==> config.mk <==
export PLATFORM = sky130hd
export DESIGN_NAME = cru_core
export DESIGN_NICKNAME = d
export VERILOG_FILES = /design/src/hdl/cru_pkg.sv /design/src/hdl/cru_sub.sv /design/src/hdl/cru_len.sv /design/src/hdl/cru_core.sv
export SDC_FILE = /design/constraint.sdc
export NUM_CORES = 1
export LEC_CHECK = 0
export BUFFER_PORTS_ARGS = -buffer_cell sky130_fd_sc_hd__buf_2
export CAP_MARGIN = 20
export CORE_ASPECT_RATIO = 0.75
export CORE_MARGIN = 1.5
export CORE_UTILIZATION = 43
export DETAILED_ROUTE_END_ITERATION = 7
export PLACE_DENSITY_LB_ADDON = 0.12
export SLEW_MARGIN = 20
export SYNTH_ARGS = -nofsm -noshare
export SYNTH_HDL_FRONTEND = slang
export SYNTH_HIERARCHICAL = 1
export SYNTH_SLANG_ARGS = --single-unit
==> constraint.sdc <==
create_clock -name CLOCK_I -period 10.2 [get_ports CLOCK_I]
set_clock_uncertainty 0.2 [all_clocks]
set_input_delay 1.53 -clock CLOCK_I [delete_from_list [all_inputs] [get_ports CLOCK_I]]
set_output_delay 1.53 -clock CLOCK_I [all_outputs]
set_load 0.03 [all_outputs]
==> src/hdl/cru_pkg.sv <==
// Constants for the call, return, compare and skip execution slice
package cru_pkg;
   // ==========================================================
   // Widths
   // ==========================================================
   localparam int PC_WIDTH = 22; // Program counter width in words
   localparam int CNT_WIDTH = 3; // Cycle counter width

   // ==========================================================
   // Exact opcodes
   // ==========================================================
   localparam logic [15:0] OP_INDIRECT_ENTRY = 16'h9509;
   localparam logic [15:0] OP_EXT_INDIRECT_ENTRY = 16'h9519;
   localparam logic [15:0] OP_SUB_EXIT = 16'h9508;
   localparam logic [15:0] OP_INT_EXIT = 16'h9518;

   // ==========================================================
   // Masked opcodes (match when (word & mask) == value)
   // ==========================================================
   localparam logic [15:0] MSK_ABS_ENTRY = 16'hfe0e;
   localparam logic [15:0] VAL_ABS_ENTRY = 16'h940e;
   localparam logic [15:0] MSK_ABS_JUMP = 16'hfe0e;
   localparam logic [15:0] VAL_ABS_JUMP = 16'h940c;
   localparam logic [15:0] MSK_DIRECT_MEM = 16'hfc0f;
   localparam logic [15:0] VAL_DIRECT_MEM = 16'h9000;
   localparam logic [15:0] MSK_RR_OP = 16'hfc00;
   localparam logic [15:0] VAL_CMP_SKIP_EQ = 16'h1000;
   localparam logic [15:0] VAL_REG_CMP = 16'h1400;
   localparam logic [15:0] VAL_CMP_BORROW = 16'h0400;
   localparam logic [15:0] MSK_CMP_IMM = 16'hf000;
   localparam logic [15:0] VAL_CMP_IMM = 16'h3000;
   localparam logic [15:0] MSK_REG_BIT = 16'hfe08;
   localparam logic [15:0] VAL_REG_BIT_CLR = 16'hfc00;
   localparam logic [15:0] VAL_REG_BIT_SET = 16'hfe00;
   localparam logic [15:0] MSK_IO_BIT = 16'hff00;
   localparam logic [15:0] VAL_IO_BIT_CLR = 16'h9900;
   localparam logic [15:0] VAL_IO_BIT_SET = 16'h9b00;
   localparam logic [15:0] MSK_FLAG_BR = 16'hfc00;
   localparam logic [15:0] VAL_FLAG_SET_BR = 16'hf000;
   localparam logic [15:0] VAL_FLAG_CLR_BR = 16'hf400;

   // ==========================================================
   // Status word bit positions
   // ==========================================================
   localparam int FLAG_C = 0;
   localparam int FLAG_Z = 1;
   localparam int FLAG_N = 2;
   localparam int FLAG_V = 3;
   localparam int FLAG_S = 4;
   localparam int FLAG_H = 5;
   localparam int FLAG_I = 7;

   // ==========================================================
   // Cycle counts
   // ==========================================================
   localparam logic [2:0] CYC_INDIRECT = 3'h4;
   localparam logic [2:0] CYC_ABS_ENTRY = 3'h5;
   localparam logic [2:0] CYC_EXIT = 3'h5;
   localparam logic [2:0] CYC_ONE = 3'h1;
   localparam logic [2:0] CYC_TWO = 3'h2;
   localparam logic [2:0] CYC_THREE = 3'h3;

   // ==========================================================
   // Reset values
   // ==========================================================
   localparam logic [7:0] RST_FLAGS = 8'h00;
endpackage : cru_pkg

==> src/hdl/cru_sub.sv <==
// Eight-bit compare subtractor producing the arithmetic status flags
module cru_sub (
   input wire logic [7:0] a_i,
   input wire logic [7:0] b_i,
   input wire logic cin_i,
   input wire logic zin_i,
   input wire logic chain_i,
   output logic [7:0] flags_o
);
   // ==========================================================
   // Difference and borrows
   // ==========================================================
   logic [7:0] diff; // Discarded result
   logic [7:0] brw; // Borrow out of each bit
   logic n_flag; // Sign of the result
   logic v_flag; // Two's complement overflow

   // Bit-wise borrow chain, flags packed at their status positions
   always_comb begin
      diff = a_i - b_i - {7'h00, cin_i};
      brw = (~a_i & b_i) | (b_i & diff) | (diff & ~a_i);
      n_flag = diff[7];
      v_flag = (a_i[7] & ~b_i[7] & ~diff[7]) | (~a_i[7] & b_i[7] & diff[7]);
      flags_o = 8'h00;
      flags_o[cru_pkg::FLAG_C] = brw[7];
      flags_o[cru_pkg::FLAG_H] = brw[3];
      flags_o[cru_pkg::FLAG_N] = n_flag;
      flags_o[cru_pkg::FLAG_V] = v_flag;
      flags_o[cru_pkg::FLAG_S] = n_flag ^ v_flag;
      // Chained compares keep zero only if the earlier byte was zero too
      if (chain_i) begin
         flags_o[cru_pkg::FLAG_Z] = (diff == 8'h00) & zin_i;
      end else begin
         flags_o[cru_pkg::FLAG_Z] = (diff == 8'h00);
      end
   end
endmodule : cru_sub

==> src/hdl/cru_len.sv <==
// Length detector telling whether an instruction word starts a two-word instruction
module cru_len (
   input wire logic [15:0] word_i,
   output logic two_word_o
);
   // Absolute jump, absolute call and direct memory load/store carry a second word
   always_comb begin
      two_word_o = ((word_i & cru_pkg::MSK_ABS_JUMP) == cru_pkg::VAL_ABS_JUMP)
         | ((word_i & cru_pkg::MSK_ABS_ENTRY) == cru_pkg::VAL_ABS_ENTRY)
         | ((word_i & cru_pkg::MSK_DIRECT_MEM) == cru_pkg::VAL_DIRECT_MEM);
   end
endmodule : cru_len

==> src/hdl/cru_core.sv <==
// Execution sequencer for calls, returns, compares, skips and flag branches
module cru_core #(
   parameter int PC_W = cru_pkg::PC_WIDTH
) (
   input wire logic CLOCK_I,
   input wire logic RST_N_I,
   input wire logic START_I,
   input wire logic [15:0] INSTR_I,
   input wire logic [15:0] NEXT_WORD_I,
   input wire logic [15:0] FOLLOW_WORD_I,
   input wire logic [PC_W-1:0] PC_I,
   input wire logic [15:0] Z_PTR_I,
   input wire logic [7:0] EXT_PAGE_I,
   input wire logic [7:0] RD_DATA_I,
   input wire logic [7:0] RR_DATA_I,
   input wire logic [7:0] IO_DATA_I,
   input wire logic [7:0] FLAGS_I,
   input wire logic [PC_W-1:0] STACK_PC_I,
   output logic BUSY_O,
   output logic DONE_O,
   output logic IGNORED_O,
   output logic PC_LOAD_O,
   output logic [PC_W-1:0] PC_NEW_O,
   output logic FLAGS_WE_O,
   output logic [7:0] FLAGS_NEW_O,
   output logic PUSH_O,
   output logic [PC_W-1:0] PUSH_PC_O,
   output logic POP_O
);
   // ==========================================================
   // Elaboration checks
   // ==========================================================
   // The extended pointer is 24 bits; a counter narrower than Z is useless
   if (PC_W < 16 || PC_W > 24) begin : g_bad_width
      $error("PC_W must be 16 to 24");
   end

   // ==========================================================
   // State
   // ==========================================================
   typedef struct packed {
      logic busy; // Multi-cycle instruction in progress
      logic [cru_pkg::CNT_WIDTH-1:0] remain; // Cycles left before completion
      logic from_stack; // Final target comes from the stack
      logic done; // Completion pulse
      logic ignored; // Unsupported or refused word pulse
      logic pc_load; // Counter load strobe
      logic [PC_W-1:0] pc_new; // Target address
      logic flags_we; // Status write strobe
      logic flags_pend; // Status write owed at completion
      logic [7:0] flags_new; // Status word to write
      logic push; // Return address push pulse
      logic [PC_W-1:0] push_pc; // Return address
      logic pop; // Return address pop pulse
   } cru_state_s;

   cru_state_s cur; // Registered state
   cru_state_s next_cur; // Next state

   // ==========================================================
   // Decode helpers
   // ==========================================================
   localparam logic [7:0] FLAG_KEEP = 8'hc0; // Bits a compare keeps: I and T
   logic follow_two; // Skipped instruction is two words long
   logic [7:0] cmp_flags; // Flags from the shared subtractor
   logic [7:0] cmp_b; // Subtrahend: register or immediate
   logic cmp_cin; // Borrow in for the chained compare
   logic is_chain; // Compare-with-borrow selected

   logic is_ind; // Indirect subroutine entry
   logic is_ext; // Extended indirect subroutine entry
   logic is_abs; // Absolute subroutine entry
   logic is_sub_exit; // Subroutine exit
   logic is_int_exit; // Interrupt exit
   logic is_cse; // Compare and skip if equal
   logic is_cmp; // Register compare
   logic is_cmp_imm; // Immediate compare
   logic is_rb_clr; // Register bit clear skip
   logic is_rb_set; // Register bit set skip
   logic is_io_clr; // I/O bit clear skip
   logic is_io_set; // I/O bit set skip
   logic is_br_set; // Flag set branch
   logic is_br_clr; // Flag clear branch

   logic [2:0] bit_sel; // Selected bit index in the low three bits
   logic [PC_W-1:0] pc_seq; // Counter plus one
   logic [PC_W-1:0] pc_skip; // Counter past the skipped instruction
   logic [2:0] skip_cyc; // Cycles of a taken skip
   logic [PC_W-1:0] pc_branch; // Counter plus offset plus one
   logic [PC_W-1:0] abs_target; // Address embedded in the call
   logic [PC_W-1:0] ext_target; // Page and Z pointer joined
   logic [23:0] abs_wide; // Embedded address before fitting
   logic [23:0] ext_wide; // Page:Z before fitting

   // Instruction-class decode from the first word
   always_comb begin
      is_ind = INSTR_I == cru_pkg::OP_INDIRECT_ENTRY;
      is_ext = INSTR_I == cru_pkg::OP_EXT_INDIRECT_ENTRY;
      is_abs = (INSTR_I & cru_pkg::MSK_ABS_ENTRY) == cru_pkg::VAL_ABS_ENTRY;
      is_sub_exit = INSTR_I == cru_pkg::OP_SUB_EXIT;
      is_int_exit = INSTR_I == cru_pkg::OP_INT_EXIT;
      is_cse = (INSTR_I & cru_pkg::MSK_RR_OP) == cru_pkg::VAL_CMP_SKIP_EQ;
      is_cmp = (INSTR_I & cru_pkg::MSK_RR_OP) == cru_pkg::VAL_REG_CMP;
      is_chain = (INSTR_I & cru_pkg::MSK_RR_OP) == cru_pkg::VAL_CMP_BORROW;
      is_cmp_imm = (INSTR_I & cru_pkg::MSK_CMP_IMM) == cru_pkg::VAL_CMP_IMM;
      is_rb_clr = (INSTR_I & cru_pkg::MSK_REG_BIT) == cru_pkg::VAL_REG_BIT_CLR;
      is_rb_set = (INSTR_I & cru_pkg::MSK_REG_BIT) == cru_pkg::VAL_REG_BIT_SET;
      is_io_clr = (INSTR_I & cru_pkg::MSK_IO_BIT) == cru_pkg::VAL_IO_BIT_CLR;
      is_io_set = (INSTR_I & cru_pkg::MSK_IO_BIT) == cru_pkg::VAL_IO_BIT_SET;
      is_br_set = (INSTR_I & cru_pkg::MSK_FLAG_BR) == cru_pkg::VAL_FLAG_SET_BR;
      is_br_clr = (INSTR_I & cru_pkg::MSK_FLAG_BR) == cru_pkg::VAL_FLAG_CLR_BR;
      bit_sel = INSTR_I[2:0];
   end

   // Address arithmetic shared by all paths
   always_comb begin
      pc_seq = PC_I + PC_W'(1);
      if (follow_two) begin
         pc_skip = PC_I + PC_W'(3);
         skip_cyc = cru_pkg::CYC_THREE;
      end else begin
         pc_skip = PC_I + PC_W'(2);
         skip_cyc = cru_pkg::CYC_TWO;
      end
      // Seven-bit signed offset, sign extended to the counter width
      pc_branch = pc_seq + {{(PC_W-7){INSTR_I[9]}}, INSTR_I[9:3]};
      abs_wide = {2'b00, INSTR_I[8:4], INSTR_I[0], NEXT_WORD_I};
      abs_target = abs_wide[PC_W-1:0];
      ext_wide = {EXT_PAGE_I, Z_PTR_I};
      ext_target = ext_wide[PC_W-1:0];
   end

   // Subtrahend: immediate or register
   always_comb begin
      if (is_cmp_imm) begin
         cmp_b = {INSTR_I[11:8], INSTR_I[3:0]};
      end else begin
         cmp_b = RR_DATA_I;
      end
      cmp_cin = is_chain & FLAGS_I[cru_pkg::FLAG_C];
   end

   // ==========================================================
   // Leaf instances
   // ==========================================================
   cru_sub u_sub (
      .a_i(RD_DATA_I),
      .b_i(cmp_b),
      .cin_i(cmp_cin),
      .zin_i(FLAGS_I[cru_pkg::FLAG_Z]),
      .chain_i(is_chain),
      .flags_o(cmp_flags)
   );

   cru_len u_len (
      .word_i(FOLLOW_WORD_I),
      .two_word_o(follow_two)
   );

   // ==========================================================
   // Next-state logic
   // ==========================================================
   // Pulses drop every cycle; a start is only taken while idle
   always_comb begin
      next_cur = cur;
      next_cur.done = 1'b0;
      next_cur.ignored = 1'b0;
      next_cur.pc_load = 1'b0;
      next_cur.flags_we = 1'b0;
      next_cur.push = 1'b0;
      next_cur.pop = 1'b0;
      if (cur.busy) begin
         // Count down; the last step lets the target out
         if (cur.remain == cru_pkg::CYC_ONE) begin
            next_cur.busy = 1'b0;
            next_cur.done = 1'b1;
            next_cur.pc_load = 1'b1;
            if (cur.from_stack) begin
               next_cur.pc_new = STACK_PC_I;
            end
            next_cur.flags_we = cur.flags_pend;
         end
         next_cur.remain = cur.remain - cru_pkg::CYC_ONE;
         if (START_I) begin
            // A new word during a long instruction is refused
            next_cur.ignored = 1'b1;
         end
      end else if (START_I) begin
         next_cur.flags_new = FLAGS_I;
         next_cur.from_stack = 1'b0;
         next_cur.flags_pend = is_int_exit;
         next_cur.pc_new = pc_seq;
         if (is_ind || is_ext || is_abs) begin
            // Calls push the return address at once and load late
            next_cur.busy = 1'b1;
            next_cur.push = 1'b1;
            if (is_abs) begin
               next_cur.remain = cru_pkg::CYC_ABS_ENTRY - 3'h1;
               next_cur.push_pc = PC_I + PC_W'(2);
               next_cur.pc_new = abs_target;
            end else begin
               next_cur.remain = cru_pkg::CYC_INDIRECT - 3'h1;
               next_cur.push_pc = pc_seq;
               if (is_ext) begin
                  next_cur.pc_new = ext_target;
               end else begin
                  next_cur.pc_new = PC_W'(Z_PTR_I);
               end
            end
         end else if (is_sub_exit || is_int_exit) begin
            // Returns pop now and take the address at the last step
            next_cur.busy = 1'b1;
            next_cur.pop = 1'b1;
            next_cur.from_stack = 1'b1;
            next_cur.remain = cru_pkg::CYC_EXIT - 3'h1;
            next_cur.flags_new[cru_pkg::FLAG_I] |= is_int_exit;
         end else if (is_cmp || is_chain || is_cmp_imm) begin
            // Compares write flags only, never a result
            next_cur.done = 1'b1;
            next_cur.pc_load = 1'b1;
            next_cur.flags_we = 1'b1;
            next_cur.flags_new = (FLAGS_I & FLAG_KEEP) | (cmp_flags & ~FLAG_KEEP);
         end else if ((is_cse && RD_DATA_I == RR_DATA_I)
               || (is_rb_clr && !RR_DATA_I[bit_sel])
               || (is_rb_set && RR_DATA_I[bit_sel])
               || (is_io_clr && !IO_DATA_I[bit_sel])
               || (is_io_set && IO_DATA_I[bit_sel])) begin
            // Taken skip: two or three cycles, flags untouched
            next_cur.busy = 1'b1;
            next_cur.remain = skip_cyc - 3'h1;
            next_cur.pc_new = pc_skip;
         end else if ((is_br_set && FLAGS_I[bit_sel])
               || (is_br_clr && !FLAGS_I[bit_sel])) begin
            // Taken branch costs one extra cycle
            next_cur.busy = 1'b1;
            next_cur.remain = cru_pkg::CYC_TWO - 3'h1;
            next_cur.pc_new = pc_branch;
         end else if (is_cse || is_rb_clr || is_rb_set || is_io_clr || is_io_set
               || is_br_set || is_br_clr) begin
            // Untaken skip or branch: sequential in one cycle
            next_cur.done = 1'b1;
            next_cur.pc_load = 1'b1;
         end else begin
            // Word outside this slice: refused
            next_cur.ignored = 1'b1;
         end
      end
   end

   // ==========================================================
   // State register
   // ==========================================================
   // Synchronous reset to an idle machine with all strobes low
   always_ff @(posedge CLOCK_I) begin
      if (!RST_N_I) begin
         cur <= '0;
         cur.flags_new <= cru_pkg::RST_FLAGS;
      end else begin
         cur <= next_cur;
      end
   end

   // ==========================================================
   // Outputs, straight from the state register
   // ==========================================================
   assign BUSY_O = cur.busy;
   assign DONE_O = cur.done;
   assign IGNORED_O = cur.ignored;
   assign PC_LOAD_O = cur.pc_load;
   assign PC_NEW_O = cur.pc_new;
   assign FLAGS_WE_O = cur.flags_we;
   assign FLAGS_NEW_O = cur.flags_new;
   assign PUSH_O = cur.push;
   assign PUSH_PC_O = cur.push_pc;
   assign POP_O = cur.pop;
endmodule : cru_core

==> reports/results.md, run 1 <==
| Step | Item | Reported |
| --- | --- | --- |
| synth | Synthesized instance count | 956 |
| routing | Vias post-DR | 7504 |
| clocking | CTS tree | built |
| global route | GR Overflow Total | 0 |
| routing | Remaining antenna violation count | 0 |
| timing | Hold Violations, Final | 0 |
| floorplanning | # IOs | 210 |
| clocking | Clock buffers created by TritonCTS | 9 |
| placed design | Sum of net half-perimeters after detailed placement | 20100 um |
| power and ir drop | Areal power density over the cells | 113 mW/mm2 |
| power and ir drop | Lkg Pwr | 3.57 nW |
| status | Result of the run | completed |
| timing | Headroom to the max-slew limit | 32.9% |
| final layout | Layout cell share with drive strength beyond 1 | 24.9% |
| critical path | RR Endpoint | PC_NEW_O[21] |
| synth | Post-Synthesis Mean Instance Area | 7.44 um2 |
| critical path | Highest fanout seen on the critical path | 9 |
| final layout | Net count, final | 1262 |
| placed design | Instance area after placement | 0.00780 mm2 |
| timing | Unrepaired setup endpoints after global routing | no |
| critical path | Critical Path AT | 5.47 ns |
| worst hold path | Class of the most critical hold timing path | reg -> reg |
| clocking | Buffers from clock root to sink, at most | 2 |
| routing | Via density per instance | 5.87 |
| global route | Total routing usage reported by global routing | 29.3% |
| floorplanning | Initial core utilization | 44.2% |
| timing | Maximum achievable frequency | 0.184 GHz |
| floorplanning | Die Y | 114 um |
| clocking | Gates resized, CTS repair | 0 |
| clocking | Total of hold buffers inserted after clock tree synthesis | 0 |
| timing | Final setup violating endpoints | 0 |
| floorplanning | Core Box Area | 0.0161 mm2 |
| timing | Final Slew Violations | 0 |
| routing | Final wirelength | 25400 um |
| timing | Post-Route Hold Slack | 0.260 ns |
| critical path | Endpoint kind of the worst setup timing path | register |
| final layout | Fillers | 1675 |
| clocking | Clock insertion delay at the later pin of the skew report | 0.34 ns |
| clocking | Clock sinks | 63 |
| routing | Count of TritonRoute iterations in the first routing pass | 5 |
| worst hold path | Beginning of the worst hold path | cur[32] |
| global route | Pin count of the biggest net entering global routing | 46 |
| floorplanning | Die Wd | 152 um |
| synth | Mapped cell area | 0.00712 mm2 |
| routing | Residual DRC | 0 |
| timing | Final Critical Period | 5.43 ns |
| critical path | Reg2reg start | BUSY_O |
| synth | Post-Syn Nets | 1155 |
| critical path | CP Data Required Time | 10.24 ns |
| worst hold path | Worst Hold Path Cells | 2 |
| routing | Iter 0 DRT Violations | 693 |
| timing | Share of the cycle needed by the critical path after routing | 53.3% |
| synth | Count of synthesis-stage warnings from yosys | 6 |
| routing | Routed wire per std cell | 19.9 um |
| final layout | Signed area change from the synthesized netlist to the final layout | 14.2% |
| timing | Setup total negative slack | 0 ns |
| clocking | H-tree levels | 3 |
| final layout | Area of all placed cells without fillers | 0.00813 mm2 |
| floorplanning | Std-Cell Rows | 40 |
| global route | First-pass GRT wire length | 38400 um |
| timing | Setup ws final | 4.77 ns |
| final layout | Most common cell after layout, fill and taps aside | sky130_fd_sc_hd__buf_2 |
| placed design | RD Place Congestion | 0.940 |
| placed design | Worst slack after detailed placement | 4.46 ns |
| critical path | Startpoint type of the worst setup path | input port |
| final layout | Most used cells in the layout excluding fill and tap cells | 202 x sky130_fd_sc_hd__buf_2, 111 x sky130_fd_sc_hd__nand2_1, 80 x sky130_fd_sc_hd__nor2_1 |
| worst hold path | Terminating pin of the worst hold path | cur[32] |
| power and ir drop | Peak VDD IR | 74.7 uV |
| placed design | Count of input and output buffers | 202 |
| critical path | Category of the critical setup timing path | in -> reg |
| critical path | Reg2Reg Depth | 10 |
| job | MaxCap Viol Count | 0 |
| global route | Vias in the first global route | 6738 |
| critical path | Crit path launch | INSTR_I[10] |
| clocking | CTS Root Cell | sky130_fd_sc_hd__clkbuf_16 |
| clocking | Post-CTS setup repair buffer count | 0 |
| critical path | Worst-case register-to-register setup slack | 7.18 ns |
| global route | Initial antenna violation count | 1 |
| floorplanning | Die Area | 0.0173 mm2 |
| timing | Slew at the pin closest to its max-slew limit | 1.00 ns |
| clocking | Clk pin slew, worst setup/hold paths | 0.05 ns |
==> how the worst max path moves through the flow <==
| stage | cells past startpoint | endpoint |
|---|---|---|
| 4_1_cts | 14 | FLAGS_NEW_O[1] |
| 3_5_place_dp | 14 | FLAGS_NEW_O[1] |
| 6_report | 14 | FLAGS_NEW_O[1] |
| 2_1_floorplan | 14 | FLAGS_NEW_O[1] |
| 3_3_place_gp | 14 | FLAGS_NEW_O[1] |
| 5_1_grt | 14 | FLAGS_NEW_O[1] |
==> worst max-delay path, cell delays in order <==
cell                        delay, ns
sky130_fd_sc_hd__buf_2           0.19
sky130_fd_sc_hd__or3b_2          0.48
sky130_fd_sc_hd__nor4_1          0.37
sky130_fd_sc_hd__and2_1          0.21
sky130_fd_sc_hd__inv_1           0.06
sky130_fd_sc_hd__fa_1            0.41
sky130_fd_sc_hd__fa_1            0.42
sky130_fd_sc_hd__xor2_1          0.16
sky130_fd_sc_hd__a2111oi_2       0.33
sky130_fd_sc_hd__o21ai_0         0.12
sky130_fd_sc_hd__or3_1           0.32
sky130_fd_sc_hd__nor4_1          0.46
sky130_fd_sc_hd__nand2_1         0.12
sky130_fd_sc_hd__a311oi_1        0.31
==> registers in the layout (all words and copies together) (netlist names) <==
signal	flops
POP_O	1
BUSY_O	1
PUSH_O	1
IGNORED_O	1
DONE_O	1
FLAGS_NEW_O	8
PUSH_PC_O	22
PC_NEW_O	22
FLAGS_WE_O	1
cur	5
==> metal layers <==
metal / routed length, um / vias up / global-route usage (%) / part of all wire, %
li1: - / 3628 / - / -
met1: 12300 / 3491 / 44.6 / 48
met2: 10100 / 365 / 41.6 / 40
met3: 2840 / 20 / 7.37 / 11
met4: 259 / 0 / 4.81 / 1.0
met5: 0 / - / 0 / 0
==> area by class of cell <==
type	count	area [um2]	area share, %
tap	210	263	3.23
timing repair buffer	211	1080	13.3
clock inverter	7	97.6	1.20
antenna	1	2.50	0.0308
sequential	63	1260	15.5
clock buffer	9	225	2.77
multi-input combinational	739	5050	62.2
inverter	39	146	1.80
==> stage by stage <==
| step | util [%] | std cells | power [mW] |
|---|---|---|---|
| floorplan | - | 956 | 0.492 |
| global placement | 48.4 | 1262 | 0.581 |
| detailed placement | 48.4 | 1262 | 0.582 |
| CTS | 50.4 | 1278 | 0.918 |
| global route | 50.4 | 1278 | 0.967 |
| finish | 50.4 | 1279 | 0.922 |
==> report_power, final <==
| part | leakage (nW) | internal (mW) | switching, mW |
|---|---|---|---|
| clock | 0.152 | 0.214 | 0.123 |
| combinational | 2.90 | 0.125 | 0.195 |
| sequential | 0.514 | 0.257 | 0.00727 |
Power figures use the tool's default switching activity.
==> run 2: changes to the inputs <==
- clock period: 10.2 -> 5.6 ns (I/O delays scaled with it)
==> reports/results.md, run 2 (same netlist as run 1, synthesis figures left out) <==
| Step | Item | Reported |
| --- | --- | --- |
| status | Result of the run | completed |
| clocking | CTS tree | built |
| timing | Unrepaired setup endpoints after global routing | no |
| global route | GR Overflow Total | 0 |
| final layout | Layout cell share with drive strength beyond 1 | 24.8% |
| power and ir drop | Areal power density over the cells | 196 mW/mm2 |
| floorplanning | Core Box Area | 0.0161 mm2 |
| placed design | Count of input and output buffers | 202 |
| power and ir drop | Peak VDD IR | 128 uV |
| clocking | H-tree levels | 3 |
| floorplanning | Die Area | 0.0173 mm2 |
| timing | Hold Violations, Final | 0 |
| critical path | Startpoint type of the worst setup path | input port |
| timing | Maximum achievable frequency | 0.216 GHz |
| clocking | Clk pin slew, worst setup/hold paths | 0.06 ns |
| global route | Initial antenna violation count | 1 |
| timing | Setup ws final | 0.977 ns |
| critical path | Buffer and inverter count on the worst path | 1 |
| routing | Residual DRC | 0 |
| final layout | Post-Layout Cell Count | 1280 |
| routing | Routed wire per std cell | 19.7 um |
| clocking | Gates resized, CTS repair | 0 |
| job | MaxCap Viol Count | 0 |
| critical path | Highest fanout seen on the critical path | 8 |
| final layout | Most common cell after layout, fill and taps aside | sky130_fd_sc_hd__buf_2 |
| timing | Final Critical Period | 4.62 ns |
| routing | Final wirelength | 25300 um |
| critical path | Worst-case register-to-register setup slack | 1.74 ns |
| timing | Share of the cycle needed by the critical path after routing | 82.6% |
| global route | Vias in the first global route | 6559 |
| power and ir drop | Total chip power | 1.58 mW |
| critical path | Worst-path cell with the longest stage delay | sky130_fd_sc_hd__or3_1 |
| routing | Via density per instance | 5.84 |
| final layout | Most used cells in the layout excluding fill and tap cells | 202 x sky130_fd_sc_hd__buf_2, 111 x sky130_fd_sc_hd__nand2_1, 80 x sky130_fd_sc_hd__nor2_1 |
| critical path | Endpoint kind of the worst setup timing path | register |
| placed design | Number of instances in the placed design | 1262 |
| final layout | Signed area change from the synthesized netlist to the final layout | 13.6% |
| timing | Final setup violating endpoints | 0 |
| floorplanning | Die Wd | 152 um |
| floorplanning | # IOs | 210 |
| timing | Setup total negative slack | 0 ns |
| clocking | Clock buffers created by TritonCTS | 9 |
| floorplanning | Std-Cell Rows | 40 |
| clocking | Clock sinks | 63 |
| clocking | CTS Root Cell | sky130_fd_sc_hd__clkbuf_16 |
| global route | Total routing usage reported by global routing | 29.0% |
| critical path | Category of the critical setup timing path | in -> reg |
| final layout | Net count, final | 1263 |
| clocking | Total of hold buffers inserted after clock tree synthesis | 0 |
| placed design | RD Place Congestion | 0.940 |
| routing | Iter 0 DRT Violations | 779 |
| critical path | Family with the most delay on the worst path | compound AO/OA/AOI/OAI gates |
| critical path | Critical Path AT | 4.61 ns |
| global route | First-pass GRT wire length | 37900 um |
| timing | Headroom to the max-slew limit | 25.4% |
| timing | Slew at the pin closest to its max-slew limit | 1.11 ns |
| clocking | Buffers from clock root to sink, at most | 2 |
| routing | Vias post-DR | 7473 |
| placed design | Instance area after placement | 0.00780 mm2 |
| final layout | Util after Layout | 50.1% |
| critical path | CP Data Required Time | 5.59 ns |
| worst hold path | Class of the most critical hold timing path | reg -> reg |
| floorplanning | Initial core utilization | 44.2% |
| placed design | Sum of net half-perimeters after detailed placement | 19900 um |
| global route | Pin count of the biggest net entering global routing | 47 |
| clocking | Clock insertion delay at the later pin of the skew report | 0.34 ns |
| routing | Remaining antenna violation count | 0 |
| routing | Count of TritonRoute iterations in the first routing pass | 5 |
| clocking | Post-CTS setup repair buffer count | 0 |
| timing | Final Slew Violations | 0 |
| critical path | Slowest stage delay, CP | 0.50 ns |
| power and ir drop | Lkg Pwr | 3.55 nW |
| floorplanning | Die Y | 114 um |
| placed design | Worst slack after detailed placement | 0.716 ns |
| critical path | Ordered cell list for the critical path | buf_2, ha_1, nand2_1, or3_1, xnor2_1, ha_1, a2111o_1, o21ai_0, o21ai_1, nand3_1, nand2_1, xor2_1, a211oi_1, o22ai_1 |
| final layout | Area of all placed cells without fillers | 0.00808 mm2 |
| timing | Post-Route Hold Slack | 0.258 ns |
## run 2: cell types whose count changed in the layout (fill, tap and decap cells not counted)
| cell | change |
|---|---|
| sky130_fd_sc_hd__bufinv_16 | -2 |
| sky130_fd_sc_hd__clkinv_2 | +2 |
| sky130_fd_sc_hd__clkinv_4 | -2 |
| sky130_fd_sc_hd__a2111oi_0 | +1 |
| sky130_fd_sc_hd__a2111oi_1 | -1 |
| sky130_fd_sc_hd__clkbuf_1 | +1 |
| sky130_fd_sc_hd__clkinvlp_4 | +1 |
| sky130_fd_sc_hd__dlymetal6s2s_1 | +1 |
## run 2: final timing paths
check / start / endpoint / cells past startpoint
worst max register to register: cur[60] / PC_NEW_O[21] / 10
worst max-delay path: PC_I[2] / PC_NEW_O[16] / 14
worst min register to register: cur[32] / cur[32] / 2
worst min-delay path: cur[32] / cur[32] / 2
## run 2: area by class of cell
cell class	count	area, um2
Multi-Input combinational cell	739	5050
Tap cell	210	263
Fill cell	1651	8030
Inverter	39	146
Sequential cell	63	1260
Clock inverter	6	37.5
Antenna cell	1	2.50
Timing Repair Buffer	212	1090
Clock buffer	10	229
## run 2: power by group
group	total, mW	switching, mW	internal (mW)
clock network	0.517	0.220	0.297
registers	0.482	0.0131	0.469
logic	0.583	0.355	0.228
total	1.58	0.588	0.993
## run 2: layer usage
layer  GRT usage (%)  vias up  wire length (um)
met3            4.82       26              2300
li1                -     3639                 -
met4            8.08        0               405
met5               0        -                 0
met1            45.4     3456             12700
met2            39.8      352              9860
## run 2: worst reg2reg max path: cells and delay by family (launching register included)
family          cells  cell delay, ns
simple gates        8            2.75
flops               1            0.37
compound gates      1            0.30
fa+ha+maj           1            0.16
==> run 3: changes to the inputs <==
- clock period: 5.6 -> 4.07 ns (I/O delays scaled with it)
==> reports/results.md, run 3 (same netlist as run 1, synthesis figures left out) <==
| Step | Item | Reported |
| --- | --- | --- |
| status | Result of the run | completed |
| timing | Final Slew Violations | 0 |
| global route | Met3 usage in global routing | 6.14% |
| placed design | Worst slack after detailed placement | -0.126 ns |
| timing | Final setup violating endpoints | 0 |
| power and ir drop | Clk pwr share | 35.7% |
| power and ir drop | Switching Power | 849 uW |
| routing | Final wirelength | 26700 um |
| floorplanning | Core Box Area | 0.0161 mm2 |
| clocking | Total of hold buffers inserted after clock tree synthesis | 0 |
| routing | Via density per instance | 5.74 |
| timing | Setup total negative slack | 0 ns |
| clocking | Clock buffers created by TritonCTS | 9 |
| global route | Total routing usage reported by global routing | 30.7% |
| clocking | Clk pin slew, worst setup/hold paths | 0.06 ns |
| power and ir drop | Lkg Pwr | 4.12 nW |
| final layout | Layout cell share with drive strength beyond 1 | 32.6% |
| global route | First-pass GRT wire length | 40400 um |
| floorplanning | Die Y | 114 um |
| timing | Headroom to the max-slew limit | 52.8% |
| critical path | Startpoint type of the worst setup path | input port |
| placed design | Number of instances in the placed design | 1375 |
| global route | Initial antenna violation count | 0 |
| timing | Share of the cycle needed by the critical path after routing | 95.5% |
| critical path | Critical Path AT | 3.94 ns |
| timing | Maximum achievable frequency | 0.257 GHz |
| timing | Post-Route Hold Slack | 0.254 ns |
| job | MaxCap Viol Count | 0 |
| power and ir drop | Peak VDD IR | 239 uV |
| global route | Vias in the first global route | 7215 |
| critical path | CP Data Required Time | 4.12 ns |
| power and ir drop | Cell Int Power | 1.60 mW |
| critical path | Category of the critical setup timing path | in -> reg |
| routing | Count of TritonRoute iterations in the first routing pass | 7 |
| timing | Setup ws final | 0.182 ns |
| floorplanning | Die Wd | 152 um |
| final layout | Signed area change from the synthesized netlist to the final layout | 26.9% |
| clocking | Clock insertion delay at the later pin of the skew report | 0.34 ns |
| global route | GRT Max-Usage Layer | met1 |
| routing | Routed wire per std cell | 19.2 um |
| final layout | Most used cells in the layout excluding fill and tap cells | 202 x sky130_fd_sc_hd__buf_2, 121 x sky130_fd_sc_hd__buf_4, 110 x sky130_fd_sc_hd__nand2_1 |
| global route | Pin count of the biggest net entering global routing | 46 |
| power and ir drop | Reg power frac | 27.1% |
| routing | Iter 0 DRT Violations | 670 |
| placed design | Instance area after placement | 0.00868 mm2 |
| global route | GR Overflow Total | 0 |
| timing | Hold Violations, Final | 0 |
| floorplanning | # IOs | 210 |
| power and ir drop | Logic gate share of total power | 37.2% |
| clocking | Clock sinks | 63 |
| floorplanning | Die Area | 0.0173 mm2 |
| timing | Slew at the pin closest to its max-slew limit | 0.705 ns |
| power and ir drop | Areal power density over the cells | 271 mW/mm2 |
| final layout | Most common cell after layout, fill and taps aside | sky130_fd_sc_hd__buf_2 |
| critical path | Endpoint kind of the worst setup timing path | register |
| final layout | Net count, final | 1375 |
| timing | Final Critical Period | 3.89 ns |
| placed design | Count of input and output buffers | 202 |
| global route | Met2 Resource Use GR | 43.9% |
| final layout | Area of all placed cells without fillers | 0.00903 mm2 |
| global route | Grt met1 use | 47.4% |
| clocking | H-tree levels | 3 |
| critical path | Highest fanout seen on the critical path | 2 |
| routing | Vias post-DR | 7978 |
| clocking | CTS tree | built |
| routing | Residual DRC | 0 |
| placed design | Sum of net half-perimeters after detailed placement | 21600 um |
| clocking | CTS Root Cell | sky130_fd_sc_hd__clkbuf_16 |
| routing | Remaining antenna violation count | 0 |
| placed design | RD Place Congestion | 0.937 |
| floorplanning | Std-Cell Rows | 40 |
| clocking | Buffers from clock root to sink, at most | 2 |
| power and ir drop | Switching power as a share of total power | 34.7% |
| clocking | Post-CTS setup repair buffer count | 0 |
| final layout | Fillers | 1597 |
| final layout | ANT cells | 0 |
| floorplanning | Initial core utilization | 44.2% |
| worst hold path | Class of the most critical hold timing path | reg -> reg |
| final layout | Post-Layout Cell Count | 1391 |
==> run 3: cell count changes in the layout (fill, tap and decap cells not counted), moves of 2 or more <==
cell / delta
sky130_fd_sc_hd__buf_4: +112
sky130_fd_sc_hd__clkinv_2: -3
sky130_fd_sc_hd__a2111oi_0: -2
sky130_fd_sc_hd__a2111oi_1: +2
sky130_fd_sc_hd__bufinv_16: +2
==> run 3: metal layers <==
layer | routed length, um | share of wire, % | vias up
li1 | - | - | 3859
met1 | 13100 | 49 | 3681
met2 | 10800 | 40 | 416
met3 | 2500 | 9.4 | 22
met4 | 292 | 1.1 | 0
met5 | 0 | 0 | -
==> run 3: final timing paths <==
path,startpoint,end,slack [ns],depth (start not counted)
hold / removal,FLAGS_NEW_O[6],FLAGS_NEW_O[6],0.25,2
hold reg to reg,FLAGS_NEW_O[6],FLAGS_NEW_O[6],0.25,2
setup / recovery,INSTR_I[11],FLAGS_NEW_O[1],0.18,14
setup reg to reg,cur[60],PC_NEW_O[21],1.08,11
==> run 3: final cells by class <==
type                            instances  area, um2  area share [%]
Multi-Input combinational cell        739       5090            56.4
Tap cell                              210        263            2.91
Sequential cell                        63       1260            14.0
Timing Repair Buffer                  324       1940            21.5
Inverter                               39        146            1.62
Clock inverter                          6       92.6            1.03
Clock buffer                           10        239            2.65
==> run 3: power groups by stage <==
stage,combinational [mW],sequential [mW],clock [mW]
after detailed placement,0.890,0.675,0
final,0.911,0.662,0.874
after floorplan,0.562,0.672,0
after global placement,0.885,0.674,0
after CTS,0.895,0.661,0.887
after global routing,0.990,0.664,0.913
==> run 3: through the flow <==
stage          total power, mW  util [%]
3_3_place_gp              1.56      53.9
3_5_place_dp              1.56      53.9
2_1_floorplan             1.23         -
5_1_grt                   2.57      56.0
6_report                  2.45      56.0
4_1_cts                   2.44      55.9
==> run 3: critical path: stages <==
cell	delay (ns)
sky130_fd_sc_hd__buf_2	0.10
sky130_fd_sc_hd__or3b_4	0.40
sky130_fd_sc_hd__nor4_4	0.15
sky130_fd_sc_hd__and2_1	0.16
sky130_fd_sc_hd__inv_1	0.05
sky130_fd_sc_hd__fa_1	0.40
sky130_fd_sc_hd__fa_1	0.41
sky130_fd_sc_hd__xor2_1	0.17
sky130_fd_sc_hd__a2111oi_2	0.33
sky130_fd_sc_hd__o21ai_0	0.12
sky130_fd_sc_hd__or3_1	0.31
sky130_fd_sc_hd__nor4_1	0.39
sky130_fd_sc_hd__nand2_1	0.09
sky130_fd_sc_hd__a311oi_1	0.25
==> run 3: timing repair <==
| item | 4_1_cts | 5_1_grt |
|---|---|---|
| endpoints found under the setup margin | 0 | 3 |
| endpoints found under the hold margin | 0 | 0 |
| resized for setup | 0 | 7 |
